## config.mk

```make
export PLATFORM = sky130hd
export DESIGN_NAME = vts_control_top
export DESIGN_NICKNAME = d
export VERILOG_FILES = /design/src/vts_pkg.sv /design/src/vts_sar_if.sv /design/src/vts_sar_engine.sv /design/src/vts_control_top.sv
export SDC_FILE = /design/constraint.sdc
export NUM_CORES = 1
export LEC_CHECK = 0
export BUFFER_PORTS_ARGS = -buffer_cell sky130_fd_sc_hd__clkbuf_2
export CAP_MARGIN = 20
export CORE_MARGIN = 2
export CORE_UTILIZATION = 56
export CTS_CLUSTER_SIZE = 30
export DETAILED_ROUTE_END_ITERATION = 8
export GPL_TIMING_DRIVEN = 1
export PLACE_DENSITY = 0.77
export RECOVER_POWER = 100
export SLEW_MARGIN = 10
export SYNTH_ARGS = -nofsm -noshare
export SYNTH_HDL_FRONTEND = slang
export SYNTH_SLANG_ARGS = --single-unit
```

## constraint.sdc

```tcl
create_clock -name mclk -period 4.3 [get_ports mclk]
set_input_delay 0 -clock mclk [delete_from_list [all_inputs] [get_ports mclk]]
set_output_delay 0 -clock mclk [all_outputs]
set_load 0.01 [all_outputs]
```

## src/vts_pkg.sv

```systemverilog
// Constants for the voltage reference and temperature indicator control block.
// Assumes a 32-bit classic Wishbone slave port on a 40 MHz system clock.
package vts_pkg;

   // -------------------------------------------------------------------
   // Register byte offsets
   // -------------------------------------------------------------------
   localparam logic [3:0] OFF_VREF_TEMP_CONTROL = 4'h0;
   localparam logic [3:0] OFF_CONV_CONTROL = 4'h4;
   localparam logic [3:0] OFF_RESULT_HIGH = 4'h8;
   localparam logic [3:0] OFF_RESULT_LOW = 4'hC;

   // -------------------------------------------------------------------
   // vref_temp_control field positions and reset value
   // -------------------------------------------------------------------
   localparam int POS_REFERENCE_ENABLE = 7;
   localparam int POS_REFERENCE_READY = 6;
   localparam int POS_TEMP_SENSOR_ENABLE = 5;
   localparam int POS_TEMP_RANGE_SELECT = 4;
   localparam int POS_COMP_GAIN_LO = 2;
   localparam int POS_CONV_GAIN_LO = 0;
   localparam logic [7:0] RST_VREF_TEMP_CONTROL = 8'h00;

   // -------------------------------------------------------------------
   // Converter control field positions and reset value
   // -------------------------------------------------------------------
   localparam int POS_CONV_GO = 0;
   localparam int POS_ACQ_SETTLED = 2;
   localparam int POS_CHANNEL_LO = 4;
   localparam logic [3:0] RST_CHANNEL = 4'h0;
   localparam logic [3:0] TEMP_CHANNEL = 4'h8;

   // -------------------------------------------------------------------
   // Reference gain codes, one-hot level outputs {4x, 2x, 1x}
   // -------------------------------------------------------------------
   localparam logic [1:0] GAIN_CODE_OFF = 2'h0;
   localparam logic [1:0] GAIN_CODE_1X = 2'h1;
   localparam logic [1:0] GAIN_CODE_2X = 2'h2;
   localparam logic [1:0] GAIN_CODE_4X = 2'h3;
   localparam logic [2:0] LEVEL_OFF = 3'h0;
   localparam logic [2:0] LEVEL_1X = 3'h1;
   localparam logic [2:0] LEVEL_2X = 3'h2;
   localparam logic [2:0] LEVEL_4X = 3'h4;

   // -------------------------------------------------------------------
   // Converter and timing
   // -------------------------------------------------------------------
   localparam int RESULT_WIDTH = 10;
   localparam int SETTLE_CYCLES = 3;
   localparam int CLOCK_MHZ = 40;
   localparam int ACQ_TIME_US = 200;
   localparam int ACQ_CYCLES = ACQ_TIME_US * CLOCK_MHZ;

endpackage

```

## src/vts_sar_if.sv

```systemverilog
// Carrier between the control top and the successive-approximation engine.
// Assumes both ends run on the same clock.
`timescale 1ns/10ps
`default_nettype none
interface vts_sar_if;
   logic start;
   logic busy;
   logic done;
   logic [9:0] result;
   logic [9:0] trial;

   modport ctrl (output start, input busy, input done, input result, input trial);
   modport engine (input start, output busy, output done, output result, output trial);
endinterface
`default_nettype wire

```

## src/vts_sar_engine.sv

```systemverilog
// Successive-approximation sequencer, one result bit per settle window.
// Assumes an external comparator that is high while input exceeds the trial code.
`timescale 1ns/10ps
`default_nettype none
module vts_sar_engine #(
   parameter int SETTLE = vts_pkg::SETTLE_CYCLES
) (
   input wire logic mclk, // System clock
   input wire logic rst, // Async reset, high
   input wire logic compRaw, // Comparator pin, asynchronous
   vts_sar_if.engine sar // Start, busy, done, result
);
   typedef enum logic [0:0] {IDLE, CONVERT} vts_sar_state_t;

   vts_sar_state_t state_r;
   logic compMeta_r;
   logic compSync_r;
   logic [3:0] bitIdx_r;
   logic [3:0] settle_r;
   logic [9:0] keptTrial;

   // Weight of one trial bit
   function automatic logic [9:0] bitMask(input logic [3:0] idx);
      bitMask = 10'h001 << idx;
   endfunction

   // -------------------------------------------------------------------
   // Comparator synchroniser
   // -------------------------------------------------------------------
   always_ff @(posedge mclk or posedge rst) begin
      if (rst) begin
         compMeta_r <= 1'b0;
         compSync_r <= 1'b0;
      end else begin
         compMeta_r <= compRaw;
         compSync_r <= compMeta_r;
      end
   end

   // Bit under test kept only if the comparator says input is above it
   assign keptTrial = compSync_r ? sar.trial : (sar.trial & ~bitMask(bitIdx_r));

   // -------------------------------------------------------------------
   // Approximation sequence
   // -------------------------------------------------------------------
   // Settle window covers the two synchroniser stages plus analog settling
   always_ff @(posedge mclk or posedge rst) begin
      if (rst) begin
         state_r <= IDLE;
         sar.busy <= 1'b0;
         sar.done <= 1'b0;
         sar.result <= 10'h000;
         sar.trial <= 10'h000;
         bitIdx_r <= 4'h0;
         settle_r <= 4'h0;
      end else begin
         sar.done <= 1'b0;
         unique case (state_r)
            IDLE: begin
               if (sar.start) begin
                  state_r <= CONVERT;
                  sar.busy <= 1'b1;
                  sar.trial <= bitMask(4'd9);
                  bitIdx_r <= 4'd9;
                  settle_r <= 4'h0;
               end
            end
            CONVERT: begin
               // One extra cycle covers the top's flop on the trial code to the DAC
               if (settle_r != 4'(SETTLE)) begin
                  settle_r <= settle_r + 4'h1;
               end else begin
                  settle_r <= 4'h0;
                  if (bitIdx_r == 4'h0) begin
                     sar.result <= keptTrial;
                     sar.done <= 1'b1;
                     sar.busy <= 1'b0;
                     sar.trial <= keptTrial;
                     state_r <= IDLE;
                  end else begin
                     sar.trial <= keptTrial | bitMask(bitIdx_r - 4'h1);
                     bitIdx_r <= bitIdx_r - 4'h1;
                  end
               end
            end
         endcase
      end
   end
endmodule
`default_nettype wire

```

## src/vts_control_top.sv

```systemverilog
// Control registers for the fixed reference gains and temperature indicator,
// plus converter channel select, start and the 10-bit result pair.
// Assumes a classic Wishbone master on mclk and an analog front end fed by the outputs.
//
// Operation
// - Indicator powered only while sensor enable set
// - Range bit set selects high range
// - Converter gain codes give 4x, 2x, 1x
// - Ready flag always reads one, read-only
// - Dedicated mux channel routes indicator output
// - Ten-bit successive approximation into result pair
//
// Our own choices: the register addresses and register access over Wishbone.
`timescale 1ns/10ps
`default_nettype none
module vts_control_top #(
   parameter int ACQ_CYCLES = vts_pkg::ACQ_CYCLES, // Indicator settle count
   parameter int SETTLE = vts_pkg::SETTLE_CYCLES // Cycles per result bit, less one
) (
   input wire logic mclk, // System clock, 40 MHz
   input wire logic rst, // Async reset, high
   input wire logic cyc_i, // Wishbone cycle
   input wire logic stb_i, // Wishbone strobe
   input wire logic we_i, // Wishbone write
   input wire logic [3:0] adr_i, // Wishbone byte address
   input wire logic [3:0] sel_i, // Wishbone byte enables
   input wire logic [31:0] dat_i, // Wishbone write data
   output logic [31:0] dat_o, // Wishbone read data
   output logic ack_o, // Wishbone acknowledge
   input wire logic compRaw, // Converter comparator pin
   output logic referenceEnable, // Fixed reference on
   output logic tempSensorEnable, // Indicator power
   output logic tempRangeHigh, // Indicator high range
   output logic [2:0] compRefLevel, // Comparator level {4x,2x,1x}
   output logic [2:0] convRefLevel, // Converter level {4x,2x,1x}
   output logic [3:0] muxChannel, // Converter input channel
   output logic tempChannelSelected, // Indicator routed to converter
   output logic [9:0] sarTrial // Trial code to converter DAC
);

   // -------------------------------------------------------------------
   // Declarations
   // -------------------------------------------------------------------
   vts_sar_if sar ();

   logic [7:0] control_r;
   logic [3:0] channel_r;
   logic [9:0] result_r;
   logic [31:0] acqCount_r;
   logic startReq_r;
   logic busAccess;
   logic wrStrobe;
   logic [7:0] rdByte;
   logic acqSettled;

   // Gain code to one-hot level; code zero leaves the consumer unpowered
   function automatic logic [2:0] gainLevel(input logic [1:0] code);
      logic [2:0] lvl;
      lvl = vts_pkg::LEVEL_OFF;
      unique case (code)
         vts_pkg::GAIN_CODE_4X: lvl = vts_pkg::LEVEL_4X;
         vts_pkg::GAIN_CODE_2X: lvl = vts_pkg::LEVEL_2X;
         vts_pkg::GAIN_CODE_1X: lvl = vts_pkg::LEVEL_1X;
         vts_pkg::GAIN_CODE_OFF: lvl = vts_pkg::LEVEL_OFF;
      endcase
      gainLevel = lvl;
   endfunction

   // -------------------------------------------------------------------
   // Bus decode
   // -------------------------------------------------------------------
   // Write commits on the edge where the master sees ack, not one earlier
   assign busAccess = cyc_i & stb_i;
   assign wrStrobe = busAccess & we_i & ack_o & sel_i[0];
   assign acqSettled = (acqCount_r == 32'h0000_0000);

   // Read mux; reserved bits and unmapped offsets read as zero
   always_comb begin
      rdByte = 8'h00;
      unique case (adr_i)
         vts_pkg::OFF_VREF_TEMP_CONTROL: begin
            rdByte = control_r;
            rdByte[vts_pkg::POS_REFERENCE_READY] = 1'b1;
         end
         vts_pkg::OFF_CONV_CONTROL: begin
            rdByte[vts_pkg::POS_CHANNEL_LO +: 4] = channel_r;
            rdByte[vts_pkg::POS_ACQ_SETTLED] = acqSettled;
            // Done counts as busy: the result pair and settle timer load one edge later
            rdByte[vts_pkg::POS_CONV_GO] = sar.busy | startReq_r | sar.done;
         end
         vts_pkg::OFF_RESULT_HIGH: rdByte = {6'h00, result_r[9:8]};
         vts_pkg::OFF_RESULT_LOW: rdByte = result_r[7:0];
         default: rdByte = 8'h00;
      endcase
   end

   // -------------------------------------------------------------------
   // Wishbone handshake
   // -------------------------------------------------------------------
   // One wait state: ack one cycle after the request, dropped the next
   always_ff @(posedge mclk or posedge rst) begin
      if (rst) begin
         ack_o <= 1'b0;
         dat_o <= 32'h0000_0000;
      end else begin
         ack_o <= busAccess & ~ack_o;
         if (busAccess & ~ack_o & ~we_i) begin
            dat_o <= {24'h00_0000, rdByte};
         end
      end
   end

   // -------------------------------------------------------------------
   // Reference and indicator control register
   // -------------------------------------------------------------------
   // Ready bit is not stored, so a write can never clear it
   always_ff @(posedge mclk or posedge rst) begin
      if (rst) begin
         control_r <= vts_pkg::RST_VREF_TEMP_CONTROL;
      end else if (wrStrobe && adr_i == vts_pkg::OFF_VREF_TEMP_CONTROL) begin
         control_r <= dat_i[7:0];
         control_r[vts_pkg::POS_REFERENCE_READY] <= 1'b0;
      end
   end

   // Analog controls straight from flops to avoid decode glitches
   always_ff @(posedge mclk or posedge rst) begin
      if (rst) begin
         referenceEnable <= 1'b0;
         tempSensorEnable <= 1'b0;
         tempRangeHigh <= 1'b0;
         compRefLevel <= vts_pkg::LEVEL_OFF;
         convRefLevel <= vts_pkg::LEVEL_OFF;
      end else begin
         referenceEnable <= control_r[vts_pkg::POS_REFERENCE_ENABLE];
         tempSensorEnable <= control_r[vts_pkg::POS_TEMP_SENSOR_ENABLE];
         tempRangeHigh <= control_r[vts_pkg::POS_TEMP_RANGE_SELECT];
         compRefLevel <= gainLevel(control_r[vts_pkg::POS_COMP_GAIN_LO +: 2]);
         convRefLevel <= gainLevel(control_r[vts_pkg::POS_CONV_GAIN_LO +: 2]);
      end
   end

   // -------------------------------------------------------------------
   // Channel select and conversion start
   // -------------------------------------------------------------------
   // A start written while busy is dropped rather than queued
   always_ff @(posedge mclk or posedge rst) begin
      if (rst) begin
         channel_r <= vts_pkg::RST_CHANNEL;
         startReq_r <= 1'b0;
      end else begin
         startReq_r <= 1'b0;
         if (wrStrobe && adr_i == vts_pkg::OFF_CONV_CONTROL) begin
            channel_r <= dat_i[vts_pkg::POS_CHANNEL_LO +: 4];
            startReq_r <= dat_i[vts_pkg::POS_CONV_GO] & ~sar.busy;
         end
      end
   end

   // Start pulse to the engine, one cycle wide
   assign sar.start = startReq_r;

   // Routing outputs; one channel code is wired to the indicator
   always_ff @(posedge mclk or posedge rst) begin
      if (rst) begin
         muxChannel <= vts_pkg::RST_CHANNEL;
         tempChannelSelected <= 1'b0;
      end else begin
         muxChannel <= channel_r;
         tempChannelSelected <= (channel_r == vts_pkg::TEMP_CHANNEL);
      end
   end

   // -------------------------------------------------------------------
   // Indicator acquisition timer
   // -------------------------------------------------------------------
   // Advisory only: software still owns the wait, this just reports it
   always_ff @(posedge mclk or posedge rst) begin
      if (rst) begin
         acqCount_r <= 32'h0000_0000;
      end else if (wrStrobe && adr_i == vts_pkg::OFF_CONV_CONTROL &&
                   dat_i[vts_pkg::POS_CHANNEL_LO +: 4] == vts_pkg::TEMP_CHANNEL &&
                   channel_r != vts_pkg::TEMP_CHANNEL) begin
         acqCount_r <= 32'(ACQ_CYCLES);
      end else if (sar.done && channel_r == vts_pkg::TEMP_CHANNEL) begin
         acqCount_r <= 32'(ACQ_CYCLES);
      end else if (!acqSettled) begin
         acqCount_r <= acqCount_r - 32'h0000_0001;
      end
   end

   // -------------------------------------------------------------------
   // Result capture
   // -------------------------------------------------------------------
   // Held until the next conversion ends; no partial results shown
   always_ff @(posedge mclk or posedge rst) begin
      if (rst) begin
         result_r <= 10'h000;
      end else if (sar.done) begin
         result_r <= sar.result;
      end
   end

   // Trial code to the DAC from a flop; the engine allows for this delay
   always_ff @(posedge mclk or posedge rst) begin
      if (rst) begin
         sarTrial <= 10'h000;
      end else begin
         sarTrial <= sar.trial;
      end
   end

   // -------------------------------------------------------------------
   // Converter engine
   // -------------------------------------------------------------------
   vts_sar_engine #(
      .SETTLE(SETTLE)
   ) u_engine (
      .mclk(mclk),
      .rst(rst),
      .compRaw(compRaw),
      .sar(sar.engine)
   );

endmodule
`default_nettype wire

```

==> results by stage <==
Final layout:
- Cells fill 67.5% of the core in the end.
- The post-synthesis to final-layout area growth is 17.3%.
- The finished cells cover 6600 µm².
- The layout net count is 639.
- Of the cells placed in the final design, the portion with a size suffix greater than 1 is 14.4%.
- The final antenna diode count is 0.

STA:
- On the final layout, the worst clock skew is 8.37 ps.
- After layout, the worst path uses 63.1% of the clock period.
- Setup repair after global routing left no endpoint under its margin.
- The slew at the pin closest to its max-slew limit is 1760 ps.
- The hold violation count in the final report is 0.
- Setup total negative slack on the finished layout was measured at 0 ps.
- The max-slew headroom at the worst pin is -17.3%.
- The shortest period the worst path allows is 2710 ps.
- Once routing completed, OpenROAD measured the worst setup slack at 1590 ps.
- The fmax is 369 MHz.
- Setup violations remaining at the end of the flow were counted as 0.
- The final number of max-transition violations is 35.

Yosys:
- The number of distinct library cell variants in the gate-level netlist after synthesis is 59.
- Counting every instance in the synthesized netlist gives 522.
- The portion of synthesized cell area occupied by the leading cell type is 53.4%.
- In the post-synthesis netlist, the biggest area contributors are sky130_fd_sc_hd__dfrtp_1 53%, sky130_fd_sc_hd__mux2_2 4.6%, sky130_fd_sc_hd__nand2_1 4.3%.
- The Yosys step of the flow raised 0 warnings.
- In this run, synthesis inferred 0 flip-flops with an integrated enable.
- The register bit total from synthesis is 120.
- Averaged over all synthesized cells, the footprint is 10.8 µm².
- Of all flip-flops after synthesis, the portion carrying an async set or reset was 100%.
- The synthesized design spends more area on one cell type than any other, namely sky130_fd_sc_hd__dfrtp_1.
- In the synthesized netlist the dominant register cell turns out to be sky130_fd_sc_hd__dfrtp_1.
- The cell area after synthesis is 5620 µm².
- The share of synthesized area occupied by flip-flops and latches is 53.4%.

GRT:
- The pin count of the biggest net entering global routing is 88.
- The via count of the first global-routing pass came to 4039.
- The global router's overall resource usage is 22.9%.
- The first global-routing pass estimated 19.9 mm of wire.
- Global routing finished with a remaining overflow of 0.
- The initial antenna violation count is 0.

Placement:
- The wire-length estimate of the detail-placed layout is 7.48 mm.
- Routability-driven placement finished with a final weighted congestion of 0.843.
- At the placement stage, the worst setup path has a slack of 1710 ps.
- The placed instances occupy a cell area of 5860 µm².
- In this run the tool buffered the top-level ports with 51 buffer cells.

Drt:
- The detail route stage leaves a number of antenna-violating nets equal to 0.
- After detailed routing, the number of vias per cell comes to 5.68.
- Dividing the detail-routed wire length by the instance count gives 16.1 µm.
- The detailed-router iteration count before antenna repair is 6.
- The violation count after the first detailed-route iteration is 215.
- The number of remaining DRC errors is 0.
- The routed wire length is 11.8 mm.
- Detailed routing inserted a total of 4159 vias.

Clock network:
- The buffers inserted during post-CTS setup optimization is 0.
- Clock-pin slew was measured on the worst setup and hold paths at 60 ps.
- CTS placed an instance of sky130_fd_sc_hd__clkbuf_8 at the clock tree root.
- The clock latency on the worst-skew pair is 520 ps.
- The clock buffer count from CTS is 17.
- The number of levels the H-tree was split into is 4.
- Counting along the longest clock path gives a buffer depth of 2.
- The CTS tree is done.
- Clock tree synthesis found a total of 120 sinks.

Power:
- The part of the power in combinational logic is 5.1%.
- Net switching is 23.3% of the power.
- The internal portion of the total power is 2.13 mW.
- Of the total power, registers draw 43.9%.
- For this design the total switching power over the nets is 0.646 mW.
- The share of total power dissipated in the clock network is 51.0%.
- The power per cell area is 420 nW/µm².
- The maximum resistive drop on vdd is 245 µV.
- The leakage component of the power is 2.73 nW.
- Total power for the finished layout comes to 2.77 mW.

Floorplanning:
- The die extent in x is 104 µm.
- Once the floorplan was initialized, standard cells occupied 57.5% of the core.
- The I/O pin count is 103.
- The core region is 9770 µm².
- In this run the core area contains 36 standard-cell rows.
- The die covers 10900 µm².
- The vertical die dimension is 104 µm.

Worst setup path:
- In this run the worst path has a maximum fanout of 19.
- STA puts the critical path data required time at 4650 ps.
- The launching element type of the critical path is a register.
- The worst setup path is of the reg -> reg kind.
- The kind of end point of the critical path is a register.
- The data arrival time of the critical path is 3060 ps.

Min path:
- The classification of the worst-slack hold path is in -> reg.

Status:
- The final reports fail on max-capacitance violations, max-slew violations.
- The run finished, with violations left.

Job:
- The number of violations of the max-capacitance limit is 1.
registers in the layout (all words and copies together) (netlist names), 4 cells and up:
register and count:
acqCount_r 32, channel_r 4, control_r 7, dat_o 8, muxChannel 4, result_r 10
sarTrial 10, u_engine.bitIdx_r 4, u_engine.sar.result 10, u_engine.sar.trial 10, u_engine.settle_r 4
cell type report:
type                    instances  area (µm²)
clock buffers                  18         428
clock inverters                14         171
fillers                       706        3180
inverters                      11        42.5
multi-input cells             366        2370
flip-flops and latches        120        3000
well taps                     133         166
repair buffers                 70         414
timing repair:
action / CTS / global route
gates resized for setup: 0 / 0
endpoints found under the setup margin: 0 / 0
hold buffers: 17 / 0
hold endpoints to repair: 104 / 0
power groups by stage:
stage	logic [mW]	registers, mW	clock network, mW
after floorplan	0.110	1.23	0
after global placement	0.124	1.23	0
after detailed placement	0.129	1.23	0
after CTS	0.141	1.22	1.43
after global routing	0.162	1.22	1.49
final	0.142	1.22	1.41
cells by family (layout without fill, tap and decap cells):
group / count (synthesis) / count (layout) / share of synthesized area, %
AND/OR/NAND/NOR: 194 / 194 / 18.4
other: 1 / 24 / 0.0667
XOR/XNOR: 24 / 24 / 3.74
buffers and inverters: 59 / 113 / 5.72
flip-flops: 120 / 120 / 53.4
adder cells (fa/ha/maj): 7 / 7 / 1.56
multiplexers: 28 / 28 / 5.72
AO/OA/AOI/OAI: 89 / 89 / 11.4
per-layer routing:
layer	vias to the layer above	routed length [µm]	GRT usage, %
li1	1942	-	-
met1	2060	5170	30.5
met2	141	5840	36.6
met3	16	641	6.39
met4	0	140	7.24
met5	-	0	0
per-stage QoR:
stage,cells,hold slack [ps]
3_3_place_gp,682,109
5_1_grt,732,50.5
2_1_floorplan,545,31.4
3_5_place_dp,682,110
4_1_cts,731,10.2
6_report,732,26.2
cell usage in the layout (no fill, tap or decap), drive strengths merged, types with 8 or more instances in the layout:
master	count
xnor2	19
dlygate4sd3	17
a22o	8
nor4	10
nand2	65
dfrtp	120
conb	24
or4	8
inv	12
nor2	38
a21oi	11
nor3	16
mux2	23
nand3	12
o21ai	23
clkbuf	70
nand2b	8
nor2b	8
critical path, stage by stage, from the launching register on:
cell	delay [ps]
sky130_fd_sc_hd__dfrtp_1	420
sky130_fd_sc_hd__nor4_1	700
sky130_fd_sc_hd__and4_1	770
sky130_fd_sc_hd__a211o_1	420
sky130_fd_sc_hd__or4_1	170
sky130_fd_sc_hd__a21oi_1	60
worst paths after layout:
check | from | endpoint | slack [ps] | depth (start not counted)
worst min-delay path | adr_i[2] | dat_o[6]$_DFFE_PP0P_ | 30 | 3
worst max register to register | acqCount_r[26]$_DFFE_PP0P_ | acqCount_r[27]$_DFFE_PP0P_ | 1590 | 5
worst max-delay path | acqCount_r[26]$_DFFE_PP0P_ | acqCount_r[27]$_DFFE_PP0P_ | 1590 | 5
worst min register to register | u_engine.compMeta_r$_DFF_PP0_ | u_engine.compSync_r$_DFF_PP0_ | 350 | 0
min in group asynchronous | rst | acqCount_r[27]$_DFFE_PP0P_ | 310 | 3
max in group asynchronous | rst | control_r[0]$_DFFE_PP0P_ | 1810 | 4
cells in the mapped netlist, drive strengths merged, types with 2 or more instances:
| cell type | n |
|---|---|
| a41oi | 2 |
| nor2b | 8 |
| nor4 | 10 |
| o2bb2ai | 3 |
| ha | 7 |
| o31ai | 4 |
| or4 | 8 |
| mux2i | 4 |
| a32o | 7 |
| and4 | 4 |
| dfrtp | 120 |
| nand2b | 8 |
| a2111oi | 4 |
| a22o | 8 |
| nor4b | 3 |
| a311oi | 2 |
| a31oi | 7 |
| or2 | 2 |
| buf | 33 |
| nor2 | 38 |
| inv | 11 |
| o211ai | 3 |
| or3 | 5 |
| clkbuf | 15 |
| nor3 | 16 |
| a22oi | 3 |
| and2 | 5 |
| a211oi | 5 |
| nand4 | 4 |
| nand2 | 65 |
| xnor2 | 19 |
| and3 | 2 |
| mux2 | 23 |
| a211o | 2 |
| xor2 | 5 |
| a21oi | 11 |
| o21ai | 23 |
| nand3 | 12 |
(Power assumes the default switching activity.)
